### src/rtl/pcr_pkg.sv
// Purpose: shared constants and types for the express capability register bank
// Assumes: byte addresses on the register port, one 32-bit word per register
// Notes: field positions are bit numbers inside the two capability words
`default_nettype none
package pcr_pkg;
   localparam int PCR_ADDR_W = 12;
   localparam int PCR_DATA_W = 32;
   localparam logic [11:0] PCR_HDR_OFFSET = 12'h040;
   localparam logic [11:0] PCR_DCAP_OFFSET = 12'h044;

   // capability header word
   localparam int PCR_CAPABILITY_IDENTIFIER_LSB = 0;
   localparam int PCR_NEXT_LSB = 8;
   localparam int PCR_VER_LSB = 16;
   localparam int PCR_TYPE_LSB = 20;
   localparam int PCR_SLOT_BIT = 24;
   localparam int PCR_IMN_LSB = 25;
   localparam int PCR_TCS_BIT = 30;
   localparam int PCR_HDR_RSVD_BIT = 31;

   // device capabilities word
   localparam int PCR_MPS_LSB = 0;
   localparam int PCR_PFS_LSB = 3;
   localparam int PCR_EXTENDED_TAG_SUPPORTED_BIT = 5;
   localparam int PCR_L0S_LSB = 6;
   localparam int PCR_L1_LSB = 9;
   localparam int PCR_ABP_BIT = 12;
   localparam int PCR_AIP_BIT = 13;
   localparam int PCR_PIP_BIT = 14;
   localparam int PCR_RBER_BIT = 15;
   localparam int PCR_DCAP_RSVD_LSB = 16;
   localparam int PCR_SPLV_LSB = 18;
   localparam int PCR_SPLS_LSB = 26;
   localparam int PCR_DCAP_RSVD2_LSB = 28;

   localparam logic [7:0] PCR_CAPABILITY_IDENTIFIER_VALUE = 8'h10;
   localparam logic [7:0] PCR_NEXT_RESET = 8'hC0;
   localparam logic [3:0] PCR_VER_RESET = 4'h1;
   localparam logic [3:0] PCR_TYPE_UPSTREAM = 4'h5;
   localparam logic [3:0] PCR_TYPE_DOWNSTREAM = 4'h6;
   localparam logic PCR_SLOT_RESET = 1'b0;
   localparam logic [4:0] PCR_IMN_VALUE = 5'h00;
   localparam logic PCR_TCS_RESET = 1'b1;
   localparam logic [2:0] PCR_MPS_RESET = 3'h4;
   localparam logic [1:0] PCR_PFS_VALUE = 2'h0;
   localparam logic PCR_EXTENDED_TAG_SUPPORTED_RESET = 1'b1;
   localparam logic [2:0] PCR_LAT_VALUE = 3'h0;
   localparam logic PCR_PRESENT_VALUE = 1'b0;
   localparam logic PCR_RBER_VALUE = 1'b1;
   localparam logic [7:0] PCR_SPLV_RESET = 8'h00;
   localparam logic [1:0] PCR_SPLS_RESET = 2'h0;
   localparam logic [31:0] PCR_ZERO_WORD = 32'h0000_0000;

   // milliwatt factor for each scale code
   localparam int PCR_MW_W = 18;
   localparam logic [1:0] PCR_SCALE_X1 = 2'h0;
   localparam logic [1:0] PCR_SCALE_X0P1 = 2'h1;
   localparam logic [1:0] PCR_SCALE_X0P01 = 2'h2;
   localparam logic [17:0] PCR_MW_X1 = 18'h0_03E8;
   localparam logic [17:0] PCR_MW_X0P1 = 18'h0_0064;
   localparam logic [17:0] PCR_MW_X0P01 = 18'h0_000A;
   localparam logic [17:0] PCR_MW_X0P001 = 18'h0_0001;

   typedef struct packed {
      logic [7:0] following_structure_pointer;
      logic [3:0] structure_version;
      logic slot_implemented;
      logic traffic_class_routing_supported;
      logic [2:0] max_payload_supported;
      logic extended_tag_supported;
   } pcr_lockable_type;

   localparam pcr_lockable_type PCR_LOCKABLE_RESET = '{
      following_structure_pointer: PCR_NEXT_RESET,
      structure_version: PCR_VER_RESET,
      slot_implemented: PCR_SLOT_RESET,
      traffic_class_routing_supported: PCR_TCS_RESET,
      max_payload_supported: PCR_MPS_RESET,
      extended_tag_supported: PCR_EXTENDED_TAG_SUPPORTED_RESET
   };
endpackage
`default_nettype wire

### src/rtl/pcr_field_if.sv
// Purpose: write path between the decoder and the lockable field store
// Assumes: one clock; strobes are single-cycle
// Notes: the store answers with its current field values
`default_nettype none
interface pcr_field_if;
   logic hdr_wr;
   logic dcap_wr;
   logic locked;
   logic [31:0] wdata;
   pcr_pkg::pcr_lockable_type fields;
   modport ctrl (output hdr_wr, output dcap_wr, output locked, output wdata, input fields);
   modport store (input hdr_wr, input dcap_wr, input locked, input wdata, output fields);
endinterface
`default_nettype wire

### src/rtl/pcr_lockable_store.sv
// Purpose: holds the software-writable capability fields
// Assumes: write strobes come from the address decoder of the top
// Notes: a write while locked is dropped silently
`default_nettype none
module pcr_lockable_store (
   input wire logic ref_clk_i,
   input wire logic rst_i,
   pcr_field_if.store fif
);
   import pcr_pkg::*;

   pcr_lockable_type fields_q;
   pcr_lockable_type fields_d;

   always_comb begin
      fields_d = fields_q;
      if (fif.hdr_wr && !fif.locked) begin
         fields_d.following_structure_pointer = fif.wdata[PCR_NEXT_LSB +: 8];
         fields_d.structure_version = fif.wdata[PCR_VER_LSB +: 4];
         fields_d.slot_implemented = fif.wdata[PCR_SLOT_BIT];
         fields_d.traffic_class_routing_supported = fif.wdata[PCR_TCS_BIT];
      end
      if (fif.dcap_wr && !fif.locked) begin
         fields_d.max_payload_supported = fif.wdata[PCR_MPS_LSB +: 3];
         fields_d.extended_tag_supported = fif.wdata[PCR_EXTENDED_TAG_SUPPORTED_BIT];
      end
   end

   always_ff @(posedge ref_clk_i or posedge rst_i) begin
      if (rst_i) begin
         fields_q <= PCR_LOCKABLE_RESET;
      end else begin
         fields_q <= fields_d;
      end
   end

   assign fif.fields = fields_q;
endmodule
`default_nettype wire

### src/rtl/pcr_power_capture.sv
// Purpose: captures the slot power limit carried by a set-power-limit message
// Assumes: the message decoder gives a one-cycle valid with value and scale
// Notes: only the upstream port captures; a downstream port holds zero
`default_nettype none
module pcr_power_capture (
   input wire logic ref_clk_i,
   input wire logic rst_i,
   input wire logic upstream_i,
   input wire logic msg_valid_i,
   input wire logic [7:0] msg_value_i,
   input wire logic [1:0] msg_scale_i,
   output logic [7:0] limit_value_o,
   output logic [1:0] limit_scale_o
);
   import pcr_pkg::*;

   logic [7:0] value_q;
   logic [1:0] scale_q;
   wire take_w = msg_valid_i && upstream_i;

   always_ff @(posedge ref_clk_i or posedge rst_i) begin
      if (rst_i) begin
         value_q <= PCR_SPLV_RESET;
         scale_q <= PCR_SPLS_RESET;
      end else if (take_w) begin
         value_q <= msg_value_i;
         scale_q <= msg_scale_i;
      end
   end

   // masked as well so a downstream port can never show a stale value
   assign limit_value_o = upstream_i ? value_q : PCR_SPLV_RESET;
   assign limit_scale_o = upstream_i ? scale_q : PCR_SPLS_RESET;
endmodule
`default_nettype wire

### src/rtl/pcr_regs.sv
// Purpose: express capability header and device capabilities words of a switch port
// Assumes: plain register port, read data one cycle after the read strobe
// Notes: the locking mechanism lives outside; it arrives as a level input
//
// Function
// bits 7:0 of the header always read 0x10, the express capability id.
// header bits 15:8 hold the following structure pointer, reset 0xC0, writable while unlocked.
// header bits 19:16 hold the structure version, reset 0x1, writable while unlocked.
// header bits 23:20 are read-only port type, 0x5 upstream and 0x6 downstream.
// software sets slot implemented (bit 24, reset 0) only for a slot and keeps it 0 upstream.
// header bits 29:25, the interrupt message number, always read zero.
// header bit 30, traffic class routing supported, resets to 1 and is writable while unlocked.
// device bits 2:0 advertise max payload, reset 0x4 for 2048 bytes, writable while unlocked.
// device bits 4:3, phantom functions supported, are fixed at zero.
// device bit 5, extended tag supported, resets to 1 and is writable while unlocked.
// device bits 8:6 and 11:9, endpoint latencies, are fixed at zero.
// device bits 12 to 14, the indicator and button presence flags, read zero.
// device bit 15 reads one for role based error reporting.
// device bits 25:18 hold the captured power limit value, watts being value times scale.
// the upstream port loads value and scale from each power limit message; downstream reads 0.
// device bits 27:26 hold the captured scale, codes 0..3 meaning 1.0, 0.1, 0.01, 0.001.
// reserved bits read zero and writes to them or to read-only fields do nothing.
//
// Local design decision: the strobed register port.
`default_nettype none
module pcr_regs (
   input wire logic ref_clk_i,
   input wire logic rst_i,
   // register port
   input wire logic [pcr_pkg::PCR_ADDR_W-1:0] reg_addr_i,
   input wire logic [pcr_pkg::PCR_DATA_W-1:0] reg_wdata_i,
   input wire logic reg_wr_i,
   input wire logic reg_rd_i,
   output logic [pcr_pkg::PCR_DATA_W-1:0] reg_rdata_o,
   // port configuration
   input wire logic port_upstream_i,
   input wire logic fields_locked_i,
   // received power limit message
   input wire logic spl_msg_valid_i,
   input wire logic [7:0] spl_msg_value_i,
   input wire logic [1:0] spl_msg_scale_i,
   // advertised state for the rest of the port
   output logic port_upstream_o,
   output logic slot_implemented_o,
   output logic [2:0] max_payload_supported_o,
   output logic extended_tag_supported_o,
   output logic traffic_class_routing_o,
   output logic [7:0] captured_power_limit_value_o,
   output logic [1:0] captured_power_limit_scale_o,
   output logic [pcr_pkg::PCR_MW_W-1:0] slot_power_mw_o
);
   import pcr_pkg::*;

   // ---------------------------------------------------------------
   // port role strap, taken once at the first edge after reset
   // ---------------------------------------------------------------
   logic strap_taken_q;
   logic upstream_q;

   always_ff @(posedge ref_clk_i or posedge rst_i) begin
      if (rst_i) begin
         strap_taken_q <= 1'b0;
         upstream_q <= 1'b0;
      end else if (!strap_taken_q) begin
         strap_taken_q <= 1'b1;
         upstream_q <= port_upstream_i;
      end
   end

   // ---------------------------------------------------------------
   // address decode
   // ---------------------------------------------------------------
   wire hit_hdr_w = (reg_addr_i == PCR_HDR_OFFSET);
   wire hit_dcap_w = (reg_addr_i == PCR_DCAP_OFFSET);
   wire wr_hdr_w = reg_wr_i && hit_hdr_w;
   wire wr_dcap_w = reg_wr_i && hit_dcap_w;

   // ---------------------------------------------------------------
   // lockable field store
   // ---------------------------------------------------------------
   pcr_field_if fif ();

   assign fif.hdr_wr = wr_hdr_w;
   assign fif.dcap_wr = wr_dcap_w;
   assign fif.locked = fields_locked_i;
   assign fif.wdata = reg_wdata_i;

   pcr_lockable_store u_store (
      .ref_clk_i(ref_clk_i),
      .rst_i(rst_i),
      .fif(fif)
   );

   pcr_lockable_type fields_w;
   assign fields_w = fif.fields;

   // ---------------------------------------------------------------
   // power limit capture
   // ---------------------------------------------------------------
   wire [7:0] spl_value_w;
   wire [1:0] spl_scale_w;

   pcr_power_capture u_power (
      .ref_clk_i(ref_clk_i),
      .rst_i(rst_i),
      .upstream_i(upstream_q),
      .msg_valid_i(spl_msg_valid_i),
      .msg_value_i(spl_msg_value_i),
      .msg_scale_i(spl_msg_scale_i),
      .limit_value_o(spl_value_w),
      .limit_scale_o(spl_scale_w)
   );

   // ceiling in milliwatts keeps the product integer for every scale code
   wire [PCR_MW_W-1:0] mw_factor_w =
      (spl_scale_w == PCR_SCALE_X1)    ? PCR_MW_X1 :
      (spl_scale_w == PCR_SCALE_X0P1)  ? PCR_MW_X0P1 :
      (spl_scale_w == PCR_SCALE_X0P01) ? PCR_MW_X0P01 :
                                         PCR_MW_X0P001;
   wire [PCR_MW_W-1:0] power_mw_w = PCR_MW_W'(PCR_MW_W'(spl_value_w) * mw_factor_w);

   // ---------------------------------------------------------------
   // header word
   // ---------------------------------------------------------------
   wire [3:0] port_type_w = upstream_q ? PCR_TYPE_UPSTREAM : PCR_TYPE_DOWNSTREAM;
   logic [31:0] hdr_word_w;

   always_comb begin
      hdr_word_w = PCR_ZERO_WORD;
      hdr_word_w[PCR_CAPABILITY_IDENTIFIER_LSB +: 8] = PCR_CAPABILITY_IDENTIFIER_VALUE;
      hdr_word_w[PCR_NEXT_LSB +: 8] = fields_w.following_structure_pointer;
      hdr_word_w[PCR_VER_LSB +: 4] = fields_w.structure_version;
      hdr_word_w[PCR_TYPE_LSB +: 4] = port_type_w;
      // stored as written; keeping it clear upstream is software's part
      hdr_word_w[PCR_SLOT_BIT] = fields_w.slot_implemented;
      hdr_word_w[PCR_IMN_LSB +: 5] = PCR_IMN_VALUE;
      hdr_word_w[PCR_TCS_BIT] = fields_w.traffic_class_routing_supported;
      hdr_word_w[PCR_HDR_RSVD_BIT] = 1'b0;
   end

   // ---------------------------------------------------------------
   // device capabilities word
   // ---------------------------------------------------------------
   logic [31:0] dcap_word_w;

   always_comb begin
      dcap_word_w = PCR_ZERO_WORD;
      dcap_word_w[PCR_MPS_LSB +: 3] = fields_w.max_payload_supported;
      dcap_word_w[PCR_PFS_LSB +: 2] = PCR_PFS_VALUE;
      dcap_word_w[PCR_EXTENDED_TAG_SUPPORTED_BIT] = fields_w.extended_tag_supported;
      dcap_word_w[PCR_L0S_LSB +: 3] = PCR_LAT_VALUE;
      dcap_word_w[PCR_L1_LSB +: 3] = PCR_LAT_VALUE;
      dcap_word_w[PCR_ABP_BIT] = PCR_PRESENT_VALUE;
      dcap_word_w[PCR_AIP_BIT] = PCR_PRESENT_VALUE;
      dcap_word_w[PCR_PIP_BIT] = PCR_PRESENT_VALUE;
      dcap_word_w[PCR_RBER_BIT] = PCR_RBER_VALUE;
      dcap_word_w[PCR_DCAP_RSVD_LSB +: 2] = 2'h0;
      dcap_word_w[PCR_SPLV_LSB +: 8] = spl_value_w;
      dcap_word_w[PCR_SPLS_LSB +: 2] = spl_scale_w;
      dcap_word_w[PCR_DCAP_RSVD2_LSB +: 4] = 4'h0;
   end

   // ---------------------------------------------------------------
   // read selection; unmapped addresses and idle cycles read zero
   // ---------------------------------------------------------------
   wire [31:0] rd_sel_w =
      (reg_rd_i && hit_hdr_w)  ? hdr_word_w :
      (reg_rd_i && hit_dcap_w) ? dcap_word_w :
                                 PCR_ZERO_WORD;

   logic [31:0] rdata_q;

   always_ff @(posedge ref_clk_i or posedge rst_i) begin
      if (rst_i) begin
         rdata_q <= PCR_ZERO_WORD;
      end else begin
         rdata_q <= rd_sel_w;
      end
   end

   // ---------------------------------------------------------------
   // registered copies of the advertised state
   // ---------------------------------------------------------------
   logic slot_q;
   logic [2:0] mps_q;
   logic extended_tag_supported_q;
   logic tcs_q;
   logic [7:0] splv_q;
   logic [1:0] spls_q;
   logic [PCR_MW_W-1:0] mw_q;

   always_ff @(posedge ref_clk_i or posedge rst_i) begin
      if (rst_i) begin
         slot_q <= PCR_SLOT_RESET;
         mps_q <= PCR_MPS_RESET;
         extended_tag_supported_q <= PCR_EXTENDED_TAG_SUPPORTED_RESET;
         tcs_q <= PCR_TCS_RESET;
         splv_q <= PCR_SPLV_RESET;
         spls_q <= PCR_SPLS_RESET;
         mw_q <= '0;
      end else begin
         slot_q <= fields_w.slot_implemented;
         mps_q <= fields_w.max_payload_supported;
         extended_tag_supported_q <= fields_w.extended_tag_supported;
         tcs_q <= fields_w.traffic_class_routing_supported;
         splv_q <= spl_value_w;
         spls_q <= spl_scale_w;
         mw_q <= power_mw_w;
      end
   end

   assign reg_rdata_o = rdata_q;
   assign port_upstream_o = upstream_q;
   assign slot_implemented_o = slot_q;
   assign max_payload_supported_o = mps_q;
   assign extended_tag_supported_o = extended_tag_supported_q;
   assign traffic_class_routing_o = tcs_q;
   assign captured_power_limit_value_o = splv_q;
   assign captured_power_limit_scale_o = spls_q;
   assign slot_power_mw_o = mw_q;
endmodule
`default_nettype wire

### config.mk
export PLATFORM = sky130hd
export DESIGN_NAME = pcr_regs
export DESIGN_NICKNAME = d
export VERILOG_FILES = /design/src/rtl/pcr_pkg.sv /design/src/rtl/pcr_field_if.sv /design/src/rtl/pcr_lockable_store.sv /design/src/rtl/pcr_power_capture.sv /design/src/rtl/pcr_regs.sv
export SDC_FILE = /design/constraint.sdc
export NUM_CORES = 1
export LEC_CHECK = 0
export ABC_AREA = 1
export BUFFER_PORTS_ARGS = -buffer_cell sky130_fd_sc_hd__clkbuf_2
export CAP_MARGIN = 10
export CORE_ASPECT_RATIO = 0.75
export CORE_MARGIN = 5
export CORE_UTILIZATION = 59
export DETAILED_ROUTE_END_ITERATION = 7
export PLACE_DENSITY = 0.86
export SKIP_CTS_REPAIR_TIMING = 1
export SLEW_MARGIN = 20
export SYNTH_ARGS = -nofsm -noshare
export SYNTH_HDL_FRONTEND = slang
export SYNTH_SLANG_ARGS = --single-unit
### constraint.sdc
create_clock -name ref_clk_i -period 11.95 [get_ports ref_clk_i]
set_clock_uncertainty 0.1 [all_clocks]
set_input_delay 2.39 -clock ref_clk_i [delete_from_list [all_inputs] [get_ports ref_clk_i]]
set_output_delay 2.39 -clock ref_clk_i [all_outputs]
set_load 0.05 [all_outputs]
==> flow_results.org <==
** Status
- Run status :: complete, no violations

** Placed design
- Input and output buffers added on the ports amount to 107.
- The congestion estimate from routability-driven global placement came to 0.9497.
- Half-perimeter wire length after placement :: 9.465 mm

** Clocking
- Clock tree sinks :: 90
- Buffer type at the clock tree root :: sky130_fd_sc_hd__clkbuf_16
- TritonCTS built the clock tree.
- Clock input transition at the sequential cells of the worst setup and hold paths :: 0.07 ns
- The later pin in the worst-skew pair is clocked with a latency of 0.34 ns.
- The clock tree synthesis step divided the H-tree into 3 levels.
- Max Root-Sink Buffers :: 2
- Number of buffers created by CTS :: 9

** Logic synthesis
- After synthesis, the netlist uses 29 different library cells.
- Fraction of registers with async set/reset :: 100.0%
- Synthesis Warnings :: 0
- Average cell area after synthesis :: 8.884 µm²
- Netlist area before placement :: 0.005685 mm²
- Area leader, netlist :: sky130_fd_sc_hd__dfrtp_1
- After synthesis, flip-flops and latches occupy 39.81% of the total area.
- Yosys mapped a number of flops with a built-in enable equal to 0.
- Synth area leaders :: sky130_fd_sc_hd__dfrtp_1 36%, sky130_fd_sc_hd__fa_1 14%, sky130_fd_sc_hd__inv_1 11%, sky130_fd_sc_hd__ha_1 11%, sky130_fd_sc_hd__nand2_1 7.1%
- #FFs+latches synth :: 90
- In the synthesized netlist, the number of instances is 640.
- Top cell type's share of synthesized area :: 35.65%
- Most frequently used flop master after synthesis :: sky130_fd_sc_hd__dfrtp_1

** Setup path
- Data arrives at the worst endpoint at 5.03 ns.
- For this run, the slowest stage of the critical path takes 0.64 ns.
- Among all stages on the critical path, the largest delay is contributed by sky130_fd_sc_hd__dfrtp_1.
- Crit path capture type :: flip-flop
- Top cell family by delay on the critical path :: adder cells
- Critical-path maximum fanout :: 13
- Depth of the most critical reg-to-reg path :: 18
- Critical path's most frequent cell :: sky130_fd_sc_hd__nand2_1
- List of cells traversed by the critical path :: nand2_1 -> inv_1 -> nand2_1 -> nor2_1 -> inv_1 -> fa_1 -> fa_1 -> fa_1 -> fa_1 -> inv_1 -> ha_1 -> nand2_1 -> inv_1 -> nand2_1 -> nor3_1 -> nand2_1 -> nand3_1 -> nand2_1
- STA classifies the critical path startpoint as a flip-flop.
- Together, buffers and inverters on the worst path number 4.
- The critical path runs through a total of 18 cells.
- Category of the critical setup timing path :: reg -> reg
- CP Data Required Time :: 12.08 ns

** Floorplanning
- Die W :: 123.4 µm
- The die covers 0.01172 mm².
- Placement Rows :: 31
- The die is 95.02 µm tall.
- Total I/O pin count :: 128
- The core region is 0.009542 mm².
- For this configuration, the core starts out at a cell density of 59.59%.

** Detailed routing
- Overall routed net length :: 12.16 mm
- In this run, the number of DRC markers left after iteration 0 of detailed routing was 351.
- Antenna violation net count after detailed routing :: 0
- Number of vias per cell :: 4.927
- The detailed router placed 4,370 vias in this run.
- Total DRC errors in the routed layout :: 0
- Iteration count of the initial detailed-routing pass :: 5
- Dividing the detail-routed wire length by the instance count gives 13.71 µm.

** Timing
- Share of the clock period used by the worst path after layout :: 40.96%
- Measured against its own limit, the worst slew margin works out to 48.17%.
- The number of max-slew violations in the final report came to 0.
- Timing-limited maximum frequency :: 204.3 MHz
- The routed design could run at a clock period as short as 4.895 ns.
- Setup repair after global routing missed its margin :: no
- Across all hold checks on the routed design, the worst slack comes to 0.2661 ns.
- At the pin with the least slew margin, the transition time is 0.7774 ns.
- Number of hold-slack violations in the final timing report :: 0
- Setup violations remaining at the end of the flow were counted as 0.
- Setup TNS :: 0 ns

** Cells and area
- Of the cells placed in the final design, the portion with a size suffix greater than 1 is 20.93%.
- From synthesis to final layout, the design area changed by 16.11%.
- Ant. Diodes :: 0
- Final net count :: 899

** Power and ir drop
- VDD sags by at most 92.80 µV.
- Static Leak :: 3.951 nW
- Power density of the placed cells :: 171.5 mW/mm²
- Final Total Pwr :: 1.132 mW

** Global routing
- The total overflow left after global routing is 0.
- Pin count of the biggest net entering global routing :: 91
- For this run, the total global-route usage over all layers was measured as 21.63%.
- Number of antenna violations at the first check in global routing :: 0
- The number of global-route vias before repair came to 4,228.
- Global-route wire length before repair :: 19.72 mm

** Min path
- Type of the tightest min-delay check :: reg -> reg
- Along the worst hold path, the cell count comes to 0.

** Run
- Max-cap viol count :: 0
[final timing paths]
check,slack (ns),start,endpoint
max in group asynchronous,9.08,rst_i,reg_rdata_o[15]
setup / recovery,7.05,port_upstream_o,slot_power_mw_o[16]
hold reg to reg,0.27,u_store.fif.fields[3],max_payload_supported_o[2]
setup reg to reg,7.05,port_upstream_o,slot_power_mw_o[16]
hold / removal,0.27,u_store.fif.fields[3],max_payload_supported_o[2]
min in group asynchronous,2.14,rst_i,reg_rdata_o[1]
[cell families after synthesis]
kind of cell             synth area share, %
AND/OR/NAND/NOR                        16.62
buffers and inverters                  12.48
flip-flops                             39.81
adder cells (fa/ha/maj)                24.65
AO/OA/AOI/OAI                          4.533
XOR/XNOR                               1.386
other                                 0.1321
multiplexers                          0.3961
[synth_stat cells (3+ instances only)]
library cell                n
sky130_fd_sc_hd__buf_4      8
sky130_fd_sc_hd__nand4_1    3
sky130_fd_sc_hd__nand2_1  107
sky130_fd_sc_hd__o21ai_0    4
sky130_fd_sc_hd__fa_1      40
sky130_fd_sc_hd__dfstp_2    9
sky130_fd_sc_hd__inv_1    162
sky130_fd_sc_hd__buf_2      3
sky130_fd_sc_hd__dfrtp_1   81
sky130_fd_sc_hd__a21oi_1   22
sky130_fd_sc_hd__a21oi_2   10
sky130_fd_sc_hd__nand3_2    3
sky130_fd_sc_hd__o21ai_2    4
sky130_fd_sc_hd__nor2_1   102
sky130_fd_sc_hd__nand3_1   10
sky130_fd_sc_hd__xnor2_1    5
sky130_fd_sc_hd__ha_1      48
sky130_fd_sc_hd__xor2_1     4
[flip-flops by register name, indices dropped and copies added, names as in the netlist, 2 cells and up]
| signal | count |
|---|---|
| u_store.fif.fields | 18 |
| captured_power_limit_value_o | 8 |
| slot_power_mw_o | 18 |
| reg_rdata_o | 26 |
| u_power.value_q | 8 |
| u_power.scale_q | 2 |
| max_payload_supported_o | 3 |
| captured_power_limit_scale_o | 2 |
[power breakdown]
group | internal (mW) | leakage, nW | total (mW) | switching, mW
Clock | 0.145 | 0.136 | 0.272 | 0.127
Sequential | 0.341 | 1.09 | 0.357 | 0.0156
Combinational | 0.154 | 2.72 | 0.503 | 0.349
Total | 0.640 | 3.95 | 1.13 | 0.492
[worst reg2reg max path, cell delays in order, from the launching register on]
cell and delay (ns):
sky130_fd_sc_hd__dfrtp_1 0.64, sky130_fd_sc_hd__nand2_1 0.17, sky130_fd_sc_hd__inv_1 0.13, sky130_fd_sc_hd__nand2_1 0.15, sky130_fd_sc_hd__nor2_1 0.31, sky130_fd_sc_hd__inv_1 0.11, sky130_fd_sc_hd__fa_1 0.51, sky130_fd_sc_hd__fa_1 0.57
sky130_fd_sc_hd__fa_1 0.45, sky130_fd_sc_hd__fa_1 0.52, sky130_fd_sc_hd__inv_1 0.05, sky130_fd_sc_hd__ha_1 0.35, sky130_fd_sc_hd__nand2_1 0.12, sky130_fd_sc_hd__inv_1 0.10, sky130_fd_sc_hd__nand2_1 0.09, sky130_fd_sc_hd__nor3_1 0.15
sky130_fd_sc_hd__nand2_1 0.11, sky130_fd_sc_hd__nand3_1 0.10, sky130_fd_sc_hd__nand2_1 0.05
[cells in the final DEF (no fill, tap or decap), drive strengths merged, types with 7 or more instances in the layout]
| cell type | instances |
|---|---|
| ha | 48 |
| dfrtp | 81 |
| inv | 165 |
| clkbuf | 116 |
| nand2 | 107 |
| a21oi | 32 |
| dfstp | 9 |
| conb | 7 |
| fa | 40 |
| nand3 | 14 |
| o21ai | 9 |
| nor2 | 104 |
[layout make-up]
class	instances	area, µm²
Fill cell	713	2940
Multi-Input combinational cell	379	2731
Sequential cell	90	2263
Inverter	162	609.3
Timing Repair Buffer	108	546.8
Clock buffer	9	225.2
Tap cell	132	165.2
Clock inverter	7	60.06
[per-layer routing]
metal	vias up	routed length [µm]	global-route usage (%)
met1	2102	5056	29.40
li1	2087	-	-
met3	28	687	3.321
met4	0	260	6.452
met5	-	0	0
met2	153	6154	36.32
[stage by stage]
step / instances / area (µm²) / utilization (%) / setup slack (ns)
2_1_floorplan: 645 / 5704 / - / 7.140
3_3_place_gp: 871 / 6312 / 66.16 / 7.310
3_5_place_dp: 871 / 6312 / 66.16 / 7.130
4_1_cts: 887 / 6598 / 69.15 / 7.126
5_1_grt: 887 / 6601 / 69.18 / 6.680
6_report: 887 / 6601 / 69.18 / 7.055
Note: power is estimated with default switching activity, not from simulation.
